`src/hdl/rcc_defs.svh`:
```
// Offsets, field codes, reset values and timing counts of the config block
`ifndef RCC_DEFS_SVH
`define RCC_DEFS_SVH

`define RCC_OFF_CTRL      12'h000
`define RCC_OFF_STATUS    12'h004
`define RCC_OFF_EQ_A      12'h008
`define RCC_OFF_EQ_B      12'h00c
`define RCC_OFF_DEM_A     12'h010
`define RCC_OFF_DEM_B     12'h014
`define RCC_OFF_INT_STAT  12'h018
`define RCC_OFF_INT_MASK  12'h01c

`define RCC_LVL_LOW       2'h0
`define RCC_LVL_WLOW      2'h1
`define RCC_LVL_FLOAT     2'h2
`define RCC_LVL_HIGH      2'h3

`define RCC_GEN1          2'h0
`define RCC_GEN2          2'h1
`define RCC_GEN3          2'h2

`define RCC_INT_PASS      0
`define RCC_INT_FAIL      1
`define RCC_INT_SRC       2
`define RCC_INT_CABLE     3
`define RCC_INT_RST       4'h0
`define RCC_MASK_RST      4'h0
`define RCC_LANE_RST      16'h0000
`define RCC_DONE_RST      1'b1

`define RCC_EE_ADDR       7'h50
`define RCC_CFG_BYTES     8
`define RCC_CLK_MHZ       10
`define RCC_SCL_HALF_NS   5000
`define RCC_SCL_HALF_CYC  ((`RCC_SCL_HALF_NS * `RCC_CLK_MHZ + 999) / 1000)

`endif

```
`src/hdl/rcc_pkg.sv`:
```
// Types shared by the configuration control block
package rcc_pkg;
   typedef logic [1:0] rcc_lvl_t;
   typedef enum logic [1:0] {
      RCC_SRC_PIN,
      RCC_SRC_SLAVE,
      RCC_SRC_EEPROM
   } rcc_src_e;
   typedef enum logic [1:0] {
      RCC_ST_IDLE,
      RCC_ST_START,
      RCC_ST_BIT,
      RCC_ST_STOP
   } rcc_state_e;
endpackage : rcc_pkg

```
`src/hdl/rcc_top.sv`:
```
// Repeater configuration control: pin decode, EEPROM loader, APB registers
`timescale 1ns/1ps
`include "rcc_defs.svh"

// What this block does
// Source select high: SMBus slave; floating: EEPROM load; low: pins.
// Clock line is input as slave, driven as clock while loading EEPROM.
// Data line is read as input; transmitting only ever pulls it low.
// In either SMBus mode the slave address comes from four straps.
// Falling edge of the load trigger starts an EEPROM load.
// In EEPROM mode the load runs by itself after power-up.
// Load status output high when the load failed, low when passed.
// Equalizer pins used only in pin mode, shared by all lanes.
// De-emphasis pins used only in pin mode; otherwise per-lane registers.
// In SMBus modes level pins become address bits and bus lines.
// Rate pin: strong low gen1/2, float auto, weak low/high gen3.
// Automatic rate follows the detected incoming link rate.
// Loopback pin: low A to B, float normal, high B to A.
// Cable-absent input high forces low-power mode.
// Receiver-detect pin chooses low or high impedance termination.
// Each lane's termination follows far-end presence automatically.
// System keeps every non-floating control input at a valid level.
// Level pins resolved after power-up; remapped when source changes.
module rcc_top #(
   parameter int LANES    = 4,
   parameter int SCL_HALF = `RCC_SCL_HALF_CYC
) (
   input  wire logic                 pclk,
   input  wire logic                 presetn,
   input  wire logic [11:0]          paddr,
   input  wire logic                 psel,
   input  wire logic                 penable,
   input  wire logic                 pwrite,
   input  wire logic [31:0]          pwdata,
   output logic      [31:0]          prdata,
   output logic                      pready,
   output logic                      pslverr,
   input  wire rcc_pkg::rcc_lvl_t    config_source_select,
   input  wire logic [3:0]           side_a_equalizer_level,
   input  wire logic [3:0]           side_b_equalizer_level,
   input  wire logic [3:0]           side_a_deemphasis_level,
   input  wire logic [3:0]           side_b_deemphasis_level,
   input  wire rcc_pkg::rcc_lvl_t    rate_select,
   input  wire rcc_pkg::rcc_lvl_t    loopback_select,
   input  wire rcc_pkg::rcc_lvl_t    receiver_detect_select,
   input  wire rcc_pkg::rcc_lvl_t    signal_detect_threshold,
   input  wire logic                 cable_absent_n,
   input  wire logic                 load_trigger,
   input  wire logic [1:0]           detected_rate,
   input  wire logic [LANES-1:0]     side_a_far_end_present,
   input  wire logic [LANES-1:0]     side_b_far_end_present,
   input  wire logic                 scl_in,
   input  wire logic                 sda_in,
   output logic                      scl_out,
   output logic                      scl_oe_n,
   output logic                      sda_out,
   output logic                      sda_oe_n,
   output logic [4*LANES-1:0]        side_a_eq_lanes,
   output logic [4*LANES-1:0]        side_b_eq_lanes,
   output logic [4*LANES-1:0]        side_a_dem_lanes,
   output logic [4*LANES-1:0]        side_b_dem_lanes,
   output logic [1:0]                link_gen,
   output logic                      deemph_enable,
   output logic                      loop_a_to_b,
   output logic                      loop_b_to_a,
   output logic                      low_power,
   output logic [LANES-1:0]          term_low_z_a,
   output logic [LANES-1:0]          term_low_z_b,
   output logic [1:0]                sd_threshold,
   output logic [3:0]                slave_address,
   output logic                      all_done,
   output logic                      irq
);
   localparam int LW = 4 * LANES;

   rcc_pkg::rcc_src_e   src;
   rcc_pkg::rcc_src_e   src_r;
   rcc_pkg::rcc_state_e st_r;
   logic [LW-1:0]       eq_a_r, eq_b_r, dem_a_r, dem_b_r;
   logic [3:0]          int_stat_r, int_mask_r, int_set;
   logic [1:0]          rate_r, loopback_select_r, receiver_detect_select_r, sdth_r;
   logic                powered_r, trig_q_r, cable_q_r;
   logic                start_load, load_pass, load_fail;
   logic [15:0]         tmr_r;
   logic                tick;
   logic [1:0]          step_r;
   logic [3:0]          bit_r;
   logic [3:0]          byte_r;
   logic [7:0]          sh_r;
   logic                fail_r, soft_load;
   logic                wr_en, rd_en;
   logic [31:0]         rd_data;
   logic                rd_err;

   always_comb begin
      if (config_source_select == `RCC_LVL_HIGH) begin
         src = rcc_pkg::RCC_SRC_SLAVE;
      end else if (config_source_select == `RCC_LVL_FLOAT) begin
         src = rcc_pkg::RCC_SRC_EEPROM;
      end else begin
         src = rcc_pkg::RCC_SRC_PIN;
      end
   end

   // Strap levels caught once after reset release and at every source change
   always_ff @(posedge pclk or negedge presetn) begin
      if (!presetn) begin
         powered_r <= 1'b0;
         src_r     <= rcc_pkg::RCC_SRC_PIN;
         rate_r    <= `RCC_LVL_FLOAT;
         loopback_select_r    <= `RCC_LVL_FLOAT;
         receiver_detect_select_r   <= `RCC_LVL_HIGH;
         sdth_r    <= `RCC_LVL_FLOAT;
         trig_q_r  <= 1'b1;
         cable_q_r <= 1'b1;
      end else begin
         powered_r <= 1'b1;
         src_r     <= src;
         trig_q_r  <= load_trigger;
         cable_q_r <= cable_absent_n;
         if (!powered_r || src != src_r) begin
            rate_r  <= rate_select;
            loopback_select_r  <= loopback_select;
            receiver_detect_select_r <= receiver_detect_select;
            sdth_r  <= signal_detect_threshold;
         end
      end
   end

   assign soft_load  = wr_en && paddr == `RCC_OFF_CTRL && pwdata[0];
   assign start_load = st_r == rcc_pkg::RCC_ST_IDLE &&
                       src == rcc_pkg::RCC_SRC_EEPROM &&
                       ((!powered_r || src_r != src) ||
                        (trig_q_r && !load_trigger) || soft_load);
   assign tick = tmr_r == 16'h0000;

   // EEPROM master: write offset zero, repeated start, read config bytes
   always_ff @(posedge pclk or negedge presetn) begin
      if (!presetn) begin
         st_r     <= rcc_pkg::RCC_ST_IDLE;
         step_r   <= 2'h0;
         bit_r    <= 4'h0;
         byte_r   <= 4'h0;
         sh_r     <= 8'h00;
         fail_r   <= 1'b0;
         tmr_r    <= 16'h0000;
         scl_oe_n <= 1'b1;
         sda_oe_n <= 1'b1;
      end else begin
         tmr_r <= (tick || st_r == rcc_pkg::RCC_ST_IDLE) ?
                  16'(SCL_HALF - 1) : tmr_r - 16'h0001;
         case (st_r)
            rcc_pkg::RCC_ST_IDLE: begin
               scl_oe_n <= 1'b1;
               sda_oe_n <= 1'b1;
               step_r   <= 2'h0;
               if (start_load) begin
                  st_r   <= rcc_pkg::RCC_ST_START;
                  byte_r <= 4'h0;
                  fail_r <= 1'b0;
               end
            end
            rcc_pkg::RCC_ST_START: if (tick) begin
               step_r <= step_r + 2'h1;
               if (step_r == 2'h0) begin
                  sda_oe_n <= 1'b1;
                  scl_oe_n <= 1'b1;
               end else if (step_r == 2'h1) begin
                  sda_oe_n <= 1'b0;
               end else begin
                  scl_oe_n <= 1'b0;
                  st_r     <= rcc_pkg::RCC_ST_BIT;
                  step_r   <= 2'h0;
                  bit_r    <= 4'h0;
                  sh_r     <= (byte_r == 4'h0) ? {`RCC_EE_ADDR, 1'b0} :
                              (byte_r == 4'h1) ? 8'h00 :
                              {`RCC_EE_ADDR, 1'b1};
               end
            end
            rcc_pkg::RCC_ST_BIT: if (tick) begin
               if (step_r == 2'h0) begin
                  // Data changes only while the clock is low
                  if (bit_r == 4'h8) begin
                     sda_oe_n <= !(byte_r > 4'h2 &&
                                   byte_r != 4'(`RCC_CFG_BYTES + 2));
                  end else begin
                     sda_oe_n <= byte_r > 4'h2 || sh_r[7];
                  end
                  step_r <= 2'h1;
               end else if (step_r == 2'h1) begin
                  scl_oe_n <= 1'b1;
                  step_r   <= 2'h2;
               end else if (scl_in) begin
                  // Waits here while the EEPROM stretches the clock
                  scl_oe_n <= 1'b0;
                  step_r   <= 2'h0;
                  bit_r    <= bit_r + 4'h1;
                  if (bit_r != 4'h8) begin
                     sh_r <= {sh_r[6:0], sda_in};
                  end else if (byte_r < 4'h3 && sda_in) begin
                     fail_r <= 1'b1;
                     st_r   <= rcc_pkg::RCC_ST_STOP;
                  end else begin
                     byte_r <= byte_r + 4'h1;
                     bit_r  <= 4'h0;
                     sh_r   <= 8'h00;
                     if (byte_r == 4'h1) begin
                        st_r <= rcc_pkg::RCC_ST_START;
                     end else if (byte_r == 4'(`RCC_CFG_BYTES + 2)) begin
                        st_r <= rcc_pkg::RCC_ST_STOP;
                     end
                  end
               end
            end
            default: if (tick) begin
               step_r <= step_r + 2'h1;
               if (step_r == 2'h0) begin
                  sda_oe_n <= 1'b0;
               end else if (step_r == 2'h1) begin
                  scl_oe_n <= 1'b1;
               end else begin
                  sda_oe_n <= 1'b1;
                  st_r     <= rcc_pkg::RCC_ST_IDLE;
               end
            end
         endcase
      end
   end

   assign load_fail = st_r == rcc_pkg::RCC_ST_STOP && step_r == 2'h2 &&
                      tick && fail_r;
   assign load_pass = st_r == rcc_pkg::RCC_ST_STOP && step_r == 2'h2 &&
                      tick && !fail_r;

   // Loaded byte k lands in nibble pair k+1 of eq A, eq B, dem A, dem B; the last byte wraps to pair 0
   always_ff @(posedge pclk or negedge presetn) begin
      if (!presetn) begin
         eq_a_r  <= LW'(`RCC_LANE_RST);
         eq_b_r  <= LW'(`RCC_LANE_RST);
         dem_a_r <= LW'(`RCC_LANE_RST);
         dem_b_r <= LW'(`RCC_LANE_RST);
      end else if (st_r == rcc_pkg::RCC_ST_BIT && tick && step_r == 2'h2 &&
                   scl_in && bit_r == 4'h8 && byte_r > 4'h2) begin
         case (byte_r[2:1])
            2'h1: eq_a_r[{byte_r[0], 3'h0} +: 8] <= sh_r;
            2'h2: eq_b_r[{byte_r[0], 3'h0} +: 8] <= sh_r;
            2'h3: dem_a_r[{byte_r[0], 3'h0} +: 8] <= sh_r;
            default: dem_b_r[{byte_r[0], 3'h0} +: 8] <= sh_r;
         endcase
      end else if (wr_en) begin
         if (paddr == `RCC_OFF_EQ_A) begin
            eq_a_r <= pwdata[LW-1:0];
         end else if (paddr == `RCC_OFF_EQ_B) begin
            eq_b_r <= pwdata[LW-1:0];
         end else if (paddr == `RCC_OFF_DEM_A) begin
            dem_a_r <= pwdata[LW-1:0];
         end else if (paddr == `RCC_OFF_DEM_B) begin
            dem_b_r <= pwdata[LW-1:0];
         end
      end
   end

   // Lane controls; pins shared by all lanes only in pin mode
   generate
      for (genvar l = 0; l < LANES; l++) begin : g_lane
         always_ff @(posedge pclk or negedge presetn) begin
            if (!presetn) begin
               side_a_eq_lanes[4*l +: 4]  <= 4'h0;
               side_b_eq_lanes[4*l +: 4]  <= 4'h0;
               side_a_dem_lanes[4*l +: 4] <= 4'h0;
               side_b_dem_lanes[4*l +: 4] <= 4'h0;
               term_low_z_a[l]            <= 1'b0;
               term_low_z_b[l]            <= 1'b0;
            end else begin
               if (src == rcc_pkg::RCC_SRC_PIN) begin
                  side_a_eq_lanes[4*l +: 4]  <= side_a_equalizer_level;
                  side_b_eq_lanes[4*l +: 4]  <= side_b_equalizer_level;
                  side_a_dem_lanes[4*l +: 4] <= side_a_deemphasis_level;
                  side_b_dem_lanes[4*l +: 4] <= side_b_deemphasis_level;
               end else begin
                  side_a_eq_lanes[4*l +: 4]  <= eq_a_r[4*l +: 4];
                  side_b_eq_lanes[4*l +: 4]  <= eq_b_r[4*l +: 4];
                  side_a_dem_lanes[4*l +: 4] <= dem_a_r[4*l +: 4];
                  side_b_dem_lanes[4*l +: 4] <= dem_b_r[4*l +: 4];
               end
               // Low level keeps the high-impedance termination
               term_low_z_a[l] <= !cable_absent_n &&
                                  receiver_detect_select_r != `RCC_LVL_LOW &&
                                  side_a_far_end_present[l];
               term_low_z_b[l] <= !cable_absent_n &&
                                  receiver_detect_select_r != `RCC_LVL_LOW &&
                                  side_b_far_end_present[l];
            end
         end
      end
   endgenerate

   always_ff @(posedge pclk or negedge presetn) begin
      if (!presetn) begin
         link_gen      <= `RCC_GEN1;
         deemph_enable <= 1'b1;
         loop_a_to_b   <= 1'b0;
         loop_b_to_a   <= 1'b0;
         low_power     <= 1'b1;
         sd_threshold  <= `RCC_LVL_FLOAT;
         slave_address <= 4'h0;
         all_done      <= `RCC_DONE_RST;
         scl_out       <= 1'b0;
         sda_out       <= 1'b0;
      end else begin
         scl_out <= 1'b0;
         sda_out <= 1'b0;
         if (rate_r == `RCC_LVL_LOW) begin
            link_gen      <= (detected_rate == `RCC_GEN1) ? `RCC_GEN1 :
                             `RCC_GEN2;
            deemph_enable <= 1'b1;
         end else if (rate_r == `RCC_LVL_FLOAT) begin
            link_gen      <= detected_rate;
            deemph_enable <= detected_rate != `RCC_GEN3;
         end else begin
            link_gen      <= `RCC_GEN3;
            deemph_enable <= rate_r == `RCC_LVL_HIGH;
         end
         loop_a_to_b  <= loopback_select_r == `RCC_LVL_LOW;
         loop_b_to_a  <= loopback_select_r == `RCC_LVL_HIGH;
         low_power    <= cable_absent_n;
         sd_threshold <= sdth_r;
         if (src != rcc_pkg::RCC_SRC_PIN) begin
            // Equalizer B pins give bits 3:2, de-emphasis B bits 1:0
            slave_address <= {side_b_equalizer_level[0],
                              side_b_equalizer_level[2],
                              side_b_deemphasis_level[0],
                              side_b_deemphasis_level[2]};
         end
         if (load_fail) begin
            all_done <= 1'b1;
         end else if (load_pass) begin
            all_done <= 1'b0;
         end
      end
   end

   // APB slave: no wait states, errors on unmapped words
   assign wr_en = psel && penable && pready && pwrite;
   assign rd_en = psel && !penable && !pwrite;
   assign int_set = {powered_r && cable_q_r != cable_absent_n,
                     powered_r && src_r != src, load_fail, load_pass};

   always_comb begin
      rd_data = 32'h0000_0000;
      rd_err  = 1'b0;
      if (paddr == `RCC_OFF_CTRL) begin
         rd_data = 32'h0000_0000;
      end else if (paddr == `RCC_OFF_STATUS) begin
         rd_data = {21'h00000, low_power, link_gen, slave_address,
                    all_done, st_r != rcc_pkg::RCC_ST_IDLE, src_r};
      end else if (paddr == `RCC_OFF_EQ_A) begin
         rd_data = 32'(eq_a_r);
      end else if (paddr == `RCC_OFF_EQ_B) begin
         rd_data = 32'(eq_b_r);
      end else if (paddr == `RCC_OFF_DEM_A) begin
         rd_data = 32'(dem_a_r);
      end else if (paddr == `RCC_OFF_DEM_B) begin
         rd_data = 32'(dem_b_r);
      end else if (paddr == `RCC_OFF_INT_STAT) begin
         rd_data = {28'h0000000, int_stat_r};
      end else if (paddr == `RCC_OFF_INT_MASK) begin
         rd_data = {28'h0000000, int_mask_r};
      end else begin
         rd_err = 1'b1;
      end
   end

   always_ff @(posedge pclk or negedge presetn) begin
      if (!presetn) begin
         pready  <= 1'b0;
         pslverr <= 1'b0;
         prdata  <= 32'h0000_0000;
      end else begin
         pready  <= psel && !penable;
         pslverr <= psel && !penable && rd_err;
         prdata  <= rd_en ? rd_data : 32'h0000_0000;
      end
   end

   // A new event in the clearing cycle keeps its bit set
   always_ff @(posedge pclk or negedge presetn) begin
      if (!presetn) begin
         int_stat_r <= `RCC_INT_RST;
         int_mask_r <= `RCC_MASK_RST;
         irq        <= 1'b0;
      end else begin
         int_stat_r <= (int_stat_r & ~((wr_en &&
                        paddr == `RCC_OFF_INT_STAT) ? pwdata[3:0] : 4'h0))
                       | int_set;
         if (wr_en && paddr == `RCC_OFF_INT_MASK) begin
            int_mask_r <= pwdata[3:0];
         end
         irq <= |(int_stat_r & int_mask_r);
      end
   end
endmodule : rcc_top

```
`config.mk`:
```
export PLATFORM = sky130hd
export DESIGN_NAME = rcc_top
export DESIGN_NICKNAME = d
export VERILOG_FILES = /design/src/hdl/rcc_pkg.sv /design/src/hdl/rcc_top.sv
export VERILOG_INCLUDE_DIRS = /design/src /design/src/hdl
export SDC_FILE = /design/constraint.sdc
export NUM_CORES = 1
export LEC_CHECK = 0
export ABC_CLOCK_PERIOD_IN_PS = 5800
export BUFFER_PORTS_ARGS = -buffer_cell sky130_fd_sc_hd__buf_2
export CAP_MARGIN = 0
export CORE_MARGIN = 2
export CORE_UTILIZATION = 40
export CTS_BUF_LIST = sky130_fd_sc_hd__clkbuf_16
export CTS_CLUSTER_SIZE = 24
export DETAILED_ROUTE_END_ITERATION = 16
export GPL_TIMING_DRIVEN = 0
export SLEW_MARGIN = 20
export SYNTH_ARGS = -nofsm -noshare
export SYNTH_HDL_FRONTEND = slang
export SYNTH_SLANG_ARGS = --single-unit
export TNS_END_PERCENT = 1
```
`constraint.sdc`:
```
create_clock -name pclk -period 5.8 [get_ports pclk]
set_input_delay 0.87 -clock pclk [delete_from_list [all_inputs] [get_ports pclk]]
set_output_delay 0.87 -clock pclk [all_outputs]
set_load 0.02 [all_outputs]
```
Word level (Yosys, flattened, before mapping)
Index checks and enable logic that the tools add are counted.
{ "op_classes": {"reduce_logical": 84, "add_sub_neg": 5, "shift": 2, "bitwise_logic": 4, "n_eq_ne": 59, "muxes": 154, "order_cmp": 2} }
{ "ops": {"columns": ["operator", "n"], "rows": [
  ["$mux W16", 29],
  ["$mux W4", 35],
  ["$mux W8", 11],
  ["$bwmux W16", 4],
  ["$mux W2", 27],
  ["$eq A12 B5 Y1 const B", 4],
  ["$mux W1", 39],
  ["$ne A2 B2 Y1 const B", 19],
  ["$logic_and A1 B1 Y1", 35],
  ["$mux W32", 1],
  ["$reduce_and A8 Y1", 4],
  ["$eq A12 B4 Y1 const B", 2],
  ["$reduce_bool A2 Y1", 12],
  ["$eq A2 B2 Y1 const B", 11],
  ["$logic_not A16 Y1", 1],
  ["$ne A4 B4 Y1 const B", 4],
  ["$pmux W4 S2", 2],
  ["$pmux W8 S2", 1],
  ["$shift A8 B6 Y16 const A", 1],
  ["$shiftx A8 B6 Y16", 1],
  ["$sub A16 B1 Y16 const B", 1],
  ["$reduce_and A13 Y1", 1],
  ["$eq A12 B3 Y1 const B", 1],
  ["$logic_not A12 Y1", 1],
  ["other kinds (32)", 63]
]} }
{ "totals": {"input_bits": 89, "output_inout_bits": 124, "word_cells": 368, "ff_bits": 243} }

Depth between registers and ports, before layout
Gate-level depths: netlist of the first run.
{ "depth": {"word_depth": 10, "depth_mapped": 12, "depth_no_buf": 8} }

Worst setup path after synthesis of the first run
No wires, ideal clock.
{ "synth_timing": {"kind": "register to register", "start": "register byte_r[0]", "end": "register eq_a_r[0]", "t_required_ps": 5675, "n_path_buf": 3, "setup_ps": 125, "synth_period_minus_slack_ps": 3351, "slack_ps": 2449, "arrival_time_ps": 3226, "path_stages_with_launch": 12, "cell_sequence": "dfrtp_1 -> clkbuf_1 -> clkinv_1 -> clkbuf_1 -> ha_1 -> nand2b_1 -> a2111oi_1 -> nand3_2 -> nor3_1 -> a32o_1 -> buf_6 -> mux2_4"} }
{ "synth_via": {"elab_chain_cells": 5, "elab_cells_between_ends": 12, "cone_classes": "add/sub: 1; order compare: 1; eq/ne: 1; shift: 2; mux: 3; reduce/logical: 4"} }
{ "synth_rtl": {"columns": ["element", "line", "text"], "rows": [
  ["start: declaration", "rcc_top.sv:88", "logic [3:0] byte_r;"],
  ["start signal: assignment", "rcc_top.sv:204", "byte_r <= byte_r + 4'h1;"],
  ["$neg A4 Y6", "rcc_top.sv:245", "2'h1: eq_a_r[{byte_r[0], 3'h0} +: 8] <= sh_r;"],
  ["$shiftx A8 B6 Y16 or $shift A8 B6 Y16 (tied branches)", "rcc_top.sv:245", null],
  ["$bwmux W16", "rcc_top.sv:245", null],
  ["$mux W16", "rcc_top.sv:244", "case (byte_r[2:1])"],
  ["$mux W16", "rcc_top.sv:242", "end else if (st_r == rcc_pkg::RCC_ST_BIT && tick && step_r == 2'h2 &&"],
  ["end signal: assignment", "rcc_top.sv:238", "eq_a_r <= LW'(`RCC_LANE_RST);"],
  ["end signal: indexed assignment", "rcc_top.sv:245", null],
  ["end signal: assignment", "rcc_top.sv:252", "eq_a_r <= pwdata[LW-1:0];"],
  ["end: declaration", "rcc_top.sv:79", "logic [LW-1:0] eq_a_r, eq_b_r, dem_a_r, dem_b_r;"]
]} }
Parallel ways exist; a longest one is shown, timed or not. The select of a mux whose other input is x is not followed.
A chain may end at the register's enable or synchronous reset.

Final worst setup path of the first run
{ "layout_timing": {"start": "register byte_r[0]", "end": "register dem_b_r[4]"} }
{ "layout_via": {"elab_chain_cells": 5, "elab_cells_between_ends": 15, "cone_classes": "add/sub: 1; order compare: 1; eq/ne: 4; shift: 2; mux: 3; reduce/logical: 4"} }
{ "layout_rtl": {"columns": ["element", "line", "text"], "rows": [
  ["$neg A4 Y6", "rcc_top.sv:248", "default: dem_b_r[{byte_r[0], 3'h0} +: 8] <= sh_r;"],
  ["$shiftx A8 B6 Y16 or $shift A8 B6 Y16 (tied branches)", "rcc_top.sv:248", null],
  ["$bwmux W16", "rcc_top.sv:248", null],
  ["$mux W16", "rcc_top.sv:244", null],
  ["$mux W16", "rcc_top.sv:242", null],
  ["end signal: assignment", "rcc_top.sv:241", "dem_b_r <= LW'(`RCC_LANE_RST);"],
  ["end signal: indexed assignment", "rcc_top.sv:248", null],
  ["end signal: assignment", "rcc_top.sv:258", "dem_b_r <= pwdata[LW-1:0];"],
  ["end: declaration", "rcc_top.sv:79", null]
]} }
Parallel ways exist; a longest one is shown, timed or not. The select of a mux whose other input is x is not followed.

==> metrics list, run 1 <==
* Cts-stage hold buffer count: 0
- For this design the ratio of total power to cell area is 272.5 nW/um^2.
* Per-cell via count in the routed design: 5.213
* Clock transition at the registers of the reported paths: 0.06 ns
- CTS Buffer Depth: 3
- Placeable core region: 25,330 sq um
* Cell type of the slowest stage on the worst timing path: sky130_fd_sc_hd__o21ai_0
- Kind of path behind the tightest hold check: input pin to asynchronous set/reset pin
- Overall die area: 27,280 sq um
- Weighted congestion at the end of routability-driven global placement: 0.8948
* Number of buffers inserted during clock tree synthesis: 25
- The largest single stage delay on the critical path is 0.73 ns.
* Overall die width: 165.2 um
* Vias in the first global route: 7,824
- Minimum clock period: 4.345 ns
* Max frequency: 230.1 MHz
- Total number of clock tree sinks: 227
* # rows: 58
* TritonCTS clock tree: built
- The count of nets left with antenna violations once routing finished came out at 0.
- Fraction of layout instances using a drive strength above 1: 28.19%
* Unrepaired setup endpoints after global routing: false
- In this run the critical register-to-register path is captured at dem_b_r[4]$_DFFE_PN0P_.
- Depth of the worst register-to-register path: 11
- Overall fraction of global-route tracks in use: 21.44%
* Worst relative slew slack: 29.95%
- In the final routed layout, each cell accounts on average for 18.75 um.
- Synthesized netlist cell count: 989
- Power comes to 0.003436 W.
- Counting tap cells, the placed design contains a total of 1,516 instances.
- Library cell with the largest summed area after synthesis: sky130_fd_sc_hd__dfrtp_1
* Outcome: finished, final reports clean
- Filler Cell Count: 2,376
- The worst register-to-register path has a setup slack of 1.45 ns.
* Async set or reset register ratio after synthesis: 100.0%
- Source of the worst register-to-register timing path: byte_r[0]$_DFFE_PN0P_
* Cell-by-cell listing of the critical path: clkbuf_1 > clkinv_1 > clkbuf_1 > ha_1 > nand2b_1 > a2111oi_1 > nand3_2 > buf_6 > buf_2 > o21ai_0 > mux2_2
* DRT Pass-1 Iters: 4
- Wires add up to 29,270 um.
- Count of max-cap constraint violations: 0
* Share of the synthesized area in the top cell type: 51.78%
* Cells resized by post-CTS repair: 0
* Synth-to-Final Area Change: 21.36%
- Non-filler cells in the finished layout: 1,561
- Count of endpoints failing hold in the final timing report: 0
- The sequential cells in the finished layout cover a total of 5695 sq um.
* Area of combinational cells with multiple inputs: 4354 sq um
- The worst-case IR drop observed on VDD is 0.1951 mV.
- Number of buffers inserted by post-CTS setup repair: 0
* Count of warnings emitted by yosys: 0
- Clock root cell: sky130_fd_sc_hd__clkbuf_16
- The worst setup path is launched from a flop.
* Initial Utilization: 41.03%
- Data on the critical path arrives at its endpoint at 4.83 ns.
- Die Y-Extent: 165.2 um
* H-tree depth: 1
- Post-synthesis average cell area: 10.51 sq um
* Global-route wire length before repair: 44,820 um
- On the final layout, the worst clock skew is 0.02673 ns.
- The net count of the finished layout is 1,319.
- Antenna violations before repair: 1
- Top cells by area, synth: sky130_fd_sc_hd__dfrtp_1, sky130_fd_sc_hd__nand2_1, sky130_fd_sc_hd__mux2_2
- The mapped netlist covers 10,390 sq um.
* Count of inserted antenna diode cells: 0
- CP Max Fanout: 11
* Required time of the worst setup path: 6.28 ns
- Clock latency on the worst-skew pair: 0.55 ns
- Number of synthesized register bits: 227
* Fraction of the cycle the final worst path needs: 74.92%
- In the synthesized netlist the dominant register cell turns out to be sky130_fd_sc_hd__dfrtp_1.
- Leakage power total: 6.290 nW
- In the routed design, unresolved DRC markers number 0.
- Number of flops mapped to enable cells by yosys: 0
- Setup violation total in the final timing report: 0
- Entering global routing, the biggest net connects 97 pins.
- Sequential cells were found to cover 54.81% of the synthesized design area.
* Count of final max-slew check failures: 0
* DP HPWL: 21,570 um
* CP Capture Type: flop
- The routed layout has 8,138 vias.
* IO Count: 213
- Count of cell types in the netlist: 82
- At the pin with the least slew margin, the transition time is 1.047 ns.
- Critical Path Most Common Cell: sky130_fd_sc_hd__clkbuf_1
* Buffers added on ports: 178
- The setup path with the least slack is of type flop to flop.
- The detailed router finished its first iteration with 630 violations.
- Sum of overflow across all layers after global routing: 0
==> routing by layer <==
| metal | track usage, % | wire, um | vias up |
|---|---|---|---|
| met1 | 28.40 | 12460 | 3979 |
| met3 | 3.546 | 1747 | 50 |
| met4 | 6.482 | 806 | 2 |
| li1 | - | - | 3847 |
| met5 | 0 | 11 | - |
| met2 | 36.19 | 14250 | 260 |
==> cell families after synthesis <==
kind of cell	after synthesis	synth area share (%)
simple gates	392	17.45
flops	227	54.81
compound gates	184	12.43
buf+inv	81	3.961
mux	75	8.308
fa+ha+maj	17	2.047
xor+xnor	11	0.9272
other cells	2	0.07227
==> area by class of cell <==
type / instances / area share, %
Tap cell: 330 / 3.274
Timing Repair Buffer: 180 / 7.580
Clock inverter: 20 / 1.230
Clock buffer: 25 / 4.961
Buffer: 62 / 2.699
Sequential cell: 227 / 45.16
Inverter: 19 / 0.5655
Multi-Input combinational cell: 698 / 34.53
==> worst max-delay path by stage <==
stage                                     start                endpoint  slack, ns  cells past startpoint
final                     byte_r[0]$_DFFE_PN0P_  dem_b_r[4]$_DFFE_PN0P_       1.45                     11
after global routing      byte_r[0]$_DFFE_PN0P_  dem_b_r[4]$_DFFE_PN0P_       1.24                     11
after CTS                 byte_r[0]$_DFFE_PN0P_  dem_b_r[4]$_DFFE_PN0P_       1.60                     11
after detailed placement  byte_r[0]$_DFFE_PN0P_  dem_b_r[4]$_DFFE_PN0P_       1.61                     11
after global placement                  presetn   loop_a_to_b$_DFF_PN0_      -0.15                      1
after floorplan           byte_r[0]$_DFFE_PN0P_   eq_a_r[0]$_DFFE_PN0P_       2.45                     11
==> state kept, by name (all words and copies together) (netlist names), 8 cells and up <==
name / flops
eq_b_r: 16
prdata: 16
sh_r: 8
dem_a_r: 16
side_a_dem_lanes: 16
side_a_eq_lanes: 16
eq_a_r: 16
side_b_dem_lanes: 16
tmr_r: 16
side_b_eq_lanes: 16
dem_b_r: 16
==> layout by cell type, fill, tap and decap left out, types with 6 or more instances in the layout <==
master and count:
sky130_fd_sc_hd__xnor2_1 8, sky130_fd_sc_hd__dfstp_2 12, sky130_fd_sc_hd__buf_4 20, sky130_fd_sc_hd__inv_1 20, sky130_fd_sc_hd__clkbuf_16 25, sky130_fd_sc_hd__conb_1 19, sky130_fd_sc_hd__clkbuf_1 27, sky130_fd_sc_hd__buf_2 184
sky130_fd_sc_hd__mux2i_1 9, sky130_fd_sc_hd__a221oi_1 8, sky130_fd_sc_hd__o22ai_1 8, sky130_fd_sc_hd__nand2_1 217, sky130_fd_sc_hd__nand3_1 15, sky130_fd_sc_hd__a21oi_1 27, sky130_fd_sc_hd__nand2b_1 26, sky130_fd_sc_hd__nor2_1 57
sky130_fd_sc_hd__mux2_2 56, sky130_fd_sc_hd__or3_1 7, sky130_fd_sc_hd__a22o_1 15, sky130_fd_sc_hd__o31ai_1 8, sky130_fd_sc_hd__o21ai_0 62, sky130_fd_sc_hd__clkinv_1 10, sky130_fd_sc_hd__nor3_1 12, sky130_fd_sc_hd__nor2b_1 6
sky130_fd_sc_hd__and2_1 12, sky130_fd_sc_hd__ha_1 17, sky130_fd_sc_hd__dfrtp_1 215, sky130_fd_sc_hd__a21bo_2 7, sky130_fd_sc_hd__mux2_4 8
==> critical path, delay by kind of cell (launching register included) <==
family | cells | cell delay (ns)
buf+inv | 5 | 1.44
compound gates | 2 | 1.41
simple gates | 2 | 0.46
flops | 1 | 0.38
fa+ha+maj | 1 | 0.30
mux | 1 | 0.29
==> report_power, final <==
group          leakage (nW)  switching, W  internal [W]  total (W)
logic                  2.91      0.000177     0.0000833   0.000260
registers              2.98     0.0000173       0.00163    0.00165
clock network         0.399      0.000655      0.000875    0.00153
total                  6.29      0.000849       0.00259    0.00344
==> cells in the mapped netlist, types with 8 or more instances <==
master and instances:
sky130_fd_sc_hd__o21ai_0 62, sky130_fd_sc_hd__nand2_1 217, sky130_fd_sc_hd__mux2i_1 9, sky130_fd_sc_hd__a221oi_1 8
sky130_fd_sc_hd__nor3_1 12, sky130_fd_sc_hd__buf_4 20, sky130_fd_sc_hd__nand2b_1 26, sky130_fd_sc_hd__a21oi_1 27
sky130_fd_sc_hd__xnor2_1 8, sky130_fd_sc_hd__dfrtp_1 215, sky130_fd_sc_hd__a22o_1 15, sky130_fd_sc_hd__inv_1 17
sky130_fd_sc_hd__clkbuf_1 27, sky130_fd_sc_hd__and2_1 12, sky130_fd_sc_hd__mux2_2 56, sky130_fd_sc_hd__o31ai_1 8
sky130_fd_sc_hd__ha_1 17, sky130_fd_sc_hd__dfstp_2 12, sky130_fd_sc_hd__nor2_1 57, sky130_fd_sc_hd__o22ai_1 8
sky130_fd_sc_hd__mux2_4 8, sky130_fd_sc_hd__nand3_1 15
==> stage by stage <==
stage          area, sq um  setup slack, ns  hold slack (ns)  TNS (ns)  util (%)
6_report             12610            1.455           0.1992         0     49.79
4_1_cts              12610            1.596           0.2025         0     49.79
3_3_place_gp         11760          -0.1519           0.3554    -25.04     46.43
5_1_grt              12610            1.237           0.2088         0     49.79
2_1_floorplan        10460            2.449           0.3501         0         -
3_5_place_dp         11830            1.610           0.3618         0     46.71
Power figures use the tool's default switching activity.
==> run 2: changes to the inputs <==
Settings changed: ABC_CLOCK_PERIOD_IN_PS 5800 to 4500.
Clock period 5.8 ns to 4.5 ns, I/O delays scaled along.
==> metrics list, run 2 (synthesis gave the netlist of run 1 again) <==
- The worst setup path is of the flop to flop kind.
- The highest net fanout along the worst path was 11 (unchanged).
* Worst relative slew slack: 30.12% (+0.16 points)
- Leakage power total: 6.290 nW (about the same)
- Total wire length after detailed routing: 29,280 um (about the same)
- Weighted congestion at the end of routability-driven global placement: 0.8948 (unchanged)
* Count of endpoints failing hold in the final timing report: 0 (unchanged)
- Global-route wire length before repair: 44,820 um (unchanged)
- The max-slew violation count is 0 (unchanged).
- The layout filler cell count is 2,376 (unchanged).
- The relative contribution of sequential cells to total power was 47.9% (about the same).
* CP max stage delay: 0.68 ns (-0.05 ns)
- Count of max-cap constraint violations: 0 (unchanged)
- The final HPWL from detailed placement is 21,570 um (unchanged).
* Fraction of the cycle the final worst path needs: 93.11% (+18 points)
* Total number of clock tree sinks: 227 (unchanged)
* Post-Place Worst Slack: 0.3099 ns (-1.300 ns)
* IO Count: 213 (unchanged)
* Via count of the routed design: 8,134 (-0.049%)
- Int Power: 0.003335 W (+29%)
- The peak supply drop was 0.2514 mV (+29%).
- Required time of the worst setup path: 4.98 ns (-1.30 ns)
- In the layout the commonest cells are sky130_fd_sc_hd__nand2_1, sky130_fd_sc_hd__dfrtp_1, sky130_fd_sc_hd__buf_2.
* Clock transition at the registers of the reported paths: 0.06 ns (about the same)
- The power spent charging and discharging nets was 0.001093 W (+29%).
- Cell-by-cell listing of the critical path: clkbuf_1 > clkinv_1 > clkbuf_1 > ha_1 > nand2b_1 > a2111oi_1 > nand3_2 > buf_6 > buf_2 > o21ai_0 > mux2_2
- The number of buffers inserted for hold repair after clock tree synthesis came to 0 (unchanged).
- Antenna violations before repair: 1 (unchanged)
- The largest clock skew in the final design is 0.02676 ns (+0.00002750 ns).
- The flow ran to the end, and the final reports show no timing, DRC or antenna violations.
- The number of clock buffers inserted by TritonCTS came to 25 (unchanged).
* CP Capture Type: flop
- The aggregate global routing overflow is 0 (unchanged).
- The count of final setup violators is 0 (unchanged).
- The routed length per instance was 18.76 um (about the same).
- The core footprint was 25,330 sq um (unchanged).
* Gate power share: 7.6% (about the same)
* Vias in the first global route: 7,824 (unchanged)
- The final net count is 1,319 (unchanged).
- Post-Layout Inst Area: 12,610 sq um (unchanged)
- Count of antenna-violating nets left after detailed routing: 0 (unchanged)
- Clock latency on the worst-skew pair: 0.55 ns (about the same)
* Critical Path Most Common Cell: sky130_fd_sc_hd__clkbuf_1
- The residual DRC count was 0 (unchanged).
- Most frequent standard cell in the layout excluding fill and tap cells: sky130_fd_sc_hd__nand2_1
- Overall die width: 165.2 um (unchanged)
- CP top delay family: buffers and inverters
- Buf+Inv Stages, Crit Path: 5 (unchanged)
* Count of inserted antenna diode cells: 0 (unchanged)
* Setup slack after layout: 0.3102 ns (-1.144 ns)
- Initial Utilization: 41.03% (unchanged)
* Number of DRC violations after detailed-routing iteration 0: 630 (unchanged)
- Overall die area: 27,280 sq um (unchanged)
- Max frequency: 238.7 MHz (+3.7%)
- Worst Setup Start Kind: flop
- The area growth from synthesis to layout is 21.36% (unchanged).
- Clock root cell: sky130_fd_sc_hd__clkbuf_16
- Least-Margin Pin Slew: 1.044 ns (-0.002410 ns)
* # rows: 58 (unchanged)
- The overall routing resource usage was 21.44% (unchanged).
* Fraction of layout instances using a drive strength above 1: 28.19% (unchanged)
* Largest net degree at the start of global routing: 97 (unchanged)
* DRT Pass-1 Iters: 5 (+1)
- The min-delay analysis places its worst path in the category input pin to asynchronous set/reset pin.
* Critical Path AT: 4.67 ns (-0.16 ns)
- The power per standard cell area came to 351.1 nW/um^2 (+29%).
- Sw Share: 24.69% (about the same)
- TritonCTS clock tree: built
* Placed inst area: 11,830 sq um (unchanged)
- The ratio of routed vias to standard cells was 5.211 (about the same).
- The count of buffers from port buffering is 178 (unchanged).
- The maximum level of the CTS H-tree was 1 (unchanged).
* Minimum clock period: 4.190 ns (-0.1556 ns)
* Power share of the clock group: 44.5% (about the same)
- Cell type of the slowest stage on the worst timing path: sky130_fd_sc_hd__a2111oi_1
* CTS Buffer Depth: 3 (unchanged)
* Die Y-Extent: 165.2 um (unchanged)
* Unrepaired setup endpoints after global routing: false
## run 2: cell type report
cell class | instances | area (sq um) | area share, %
Sequential cell | 227 | 5695 | 45.16
Buffer | 62 | 340.3 | 2.699
Clock buffer | 25 | 625.6 | 4.961
Multi-Input combinational cell | 698 | 4354 | 34.53
Tap cell | 330 | 412.9 | 3.274
Timing Repair Buffer | 180 | 955.9 | 7.580
Clock inverter | 20 | 155.1 | 1.230
Inverter | 19 | 71.32 | 0.5655
## run 2: final timing paths
path	end	depth (start not counted)	slack (ns)	from
worst min register to register	sd_threshold[1]$_DFF_PN1_	0	0.36	sdth_r[1]$_DFFE_PN1N_
min in group pclk	trig_q_r$_DFF_PN1_	1	0.27	load_trigger
worst max-delay path	dem_b_r[5]$_DFFE_PN0P_	11	0.31	byte_r[0]$_DFFE_PN0P_
worst max register to register	dem_b_r[5]$_DFFE_PN0P_	11	0.31	byte_r[0]$_DFFE_PN0P_
worst min-delay path	side_a_eq_lanes[13]$_DFF_PN0_	1	0.004	presetn
max in group asynchronous	sdth_r[1]$_DFFE_PN1N_	2	3.66	presetn
## run 2: routing by layer
metal  vias up  share of wire [%]  track usage [%]
li1       3847                  -                -
met1      3975                 43            28.40
met2       260                 49            36.19
met3        50                6.0            3.546
met4         2                2.8            6.482
met5         -              0.038                0
## run 2: timing repair
action | in CTS | in global routing
buffers inserted | 0 | 0
endpoints found under the setup margin | 0 | 4
resized for setup | 0 | 1
## run 2: worst register-to-register path, delay by kind of cell (launching register included)
family | cells | cell delay (ns)
buf+inv | 5 | 1.44
simple gates | 2 | 0.46
mux | 1 | 0.29
compound gates | 2 | 1.26
flops | 1 | 0.38
fa+ha+maj | 1 | 0.30
## run 2: power groups by stage
stage          Combinational, W  Clock, W  Sequential (W)
6_report               0.000335   0.00197         0.00212
5_1_grt                0.000369   0.00209         0.00213
4_1_cts                0.000340   0.00201         0.00212
3_5_place_dp           0.000340         0         0.00216
3_3_place_gp           0.000329         0         0.00216
2_1_floorplan          0.000108         0         0.00221
## run 2: per-stage QoR
step	hold WS (ns)	power, W	std cells	setup TNS (ns)	util [%]
finish	0.004183	0.004428	1561	0	49.79
global route	0.01383	0.004584	1561	0	49.79
detailed placement	0.3618	0.002498	1516	0	46.71
CTS	0.007499	0.004470	1561	0	49.79
global placement	0.3554	0.002487	1514	-262.61	46.43
floorplan	0.3501	0.002322	1006	0	-
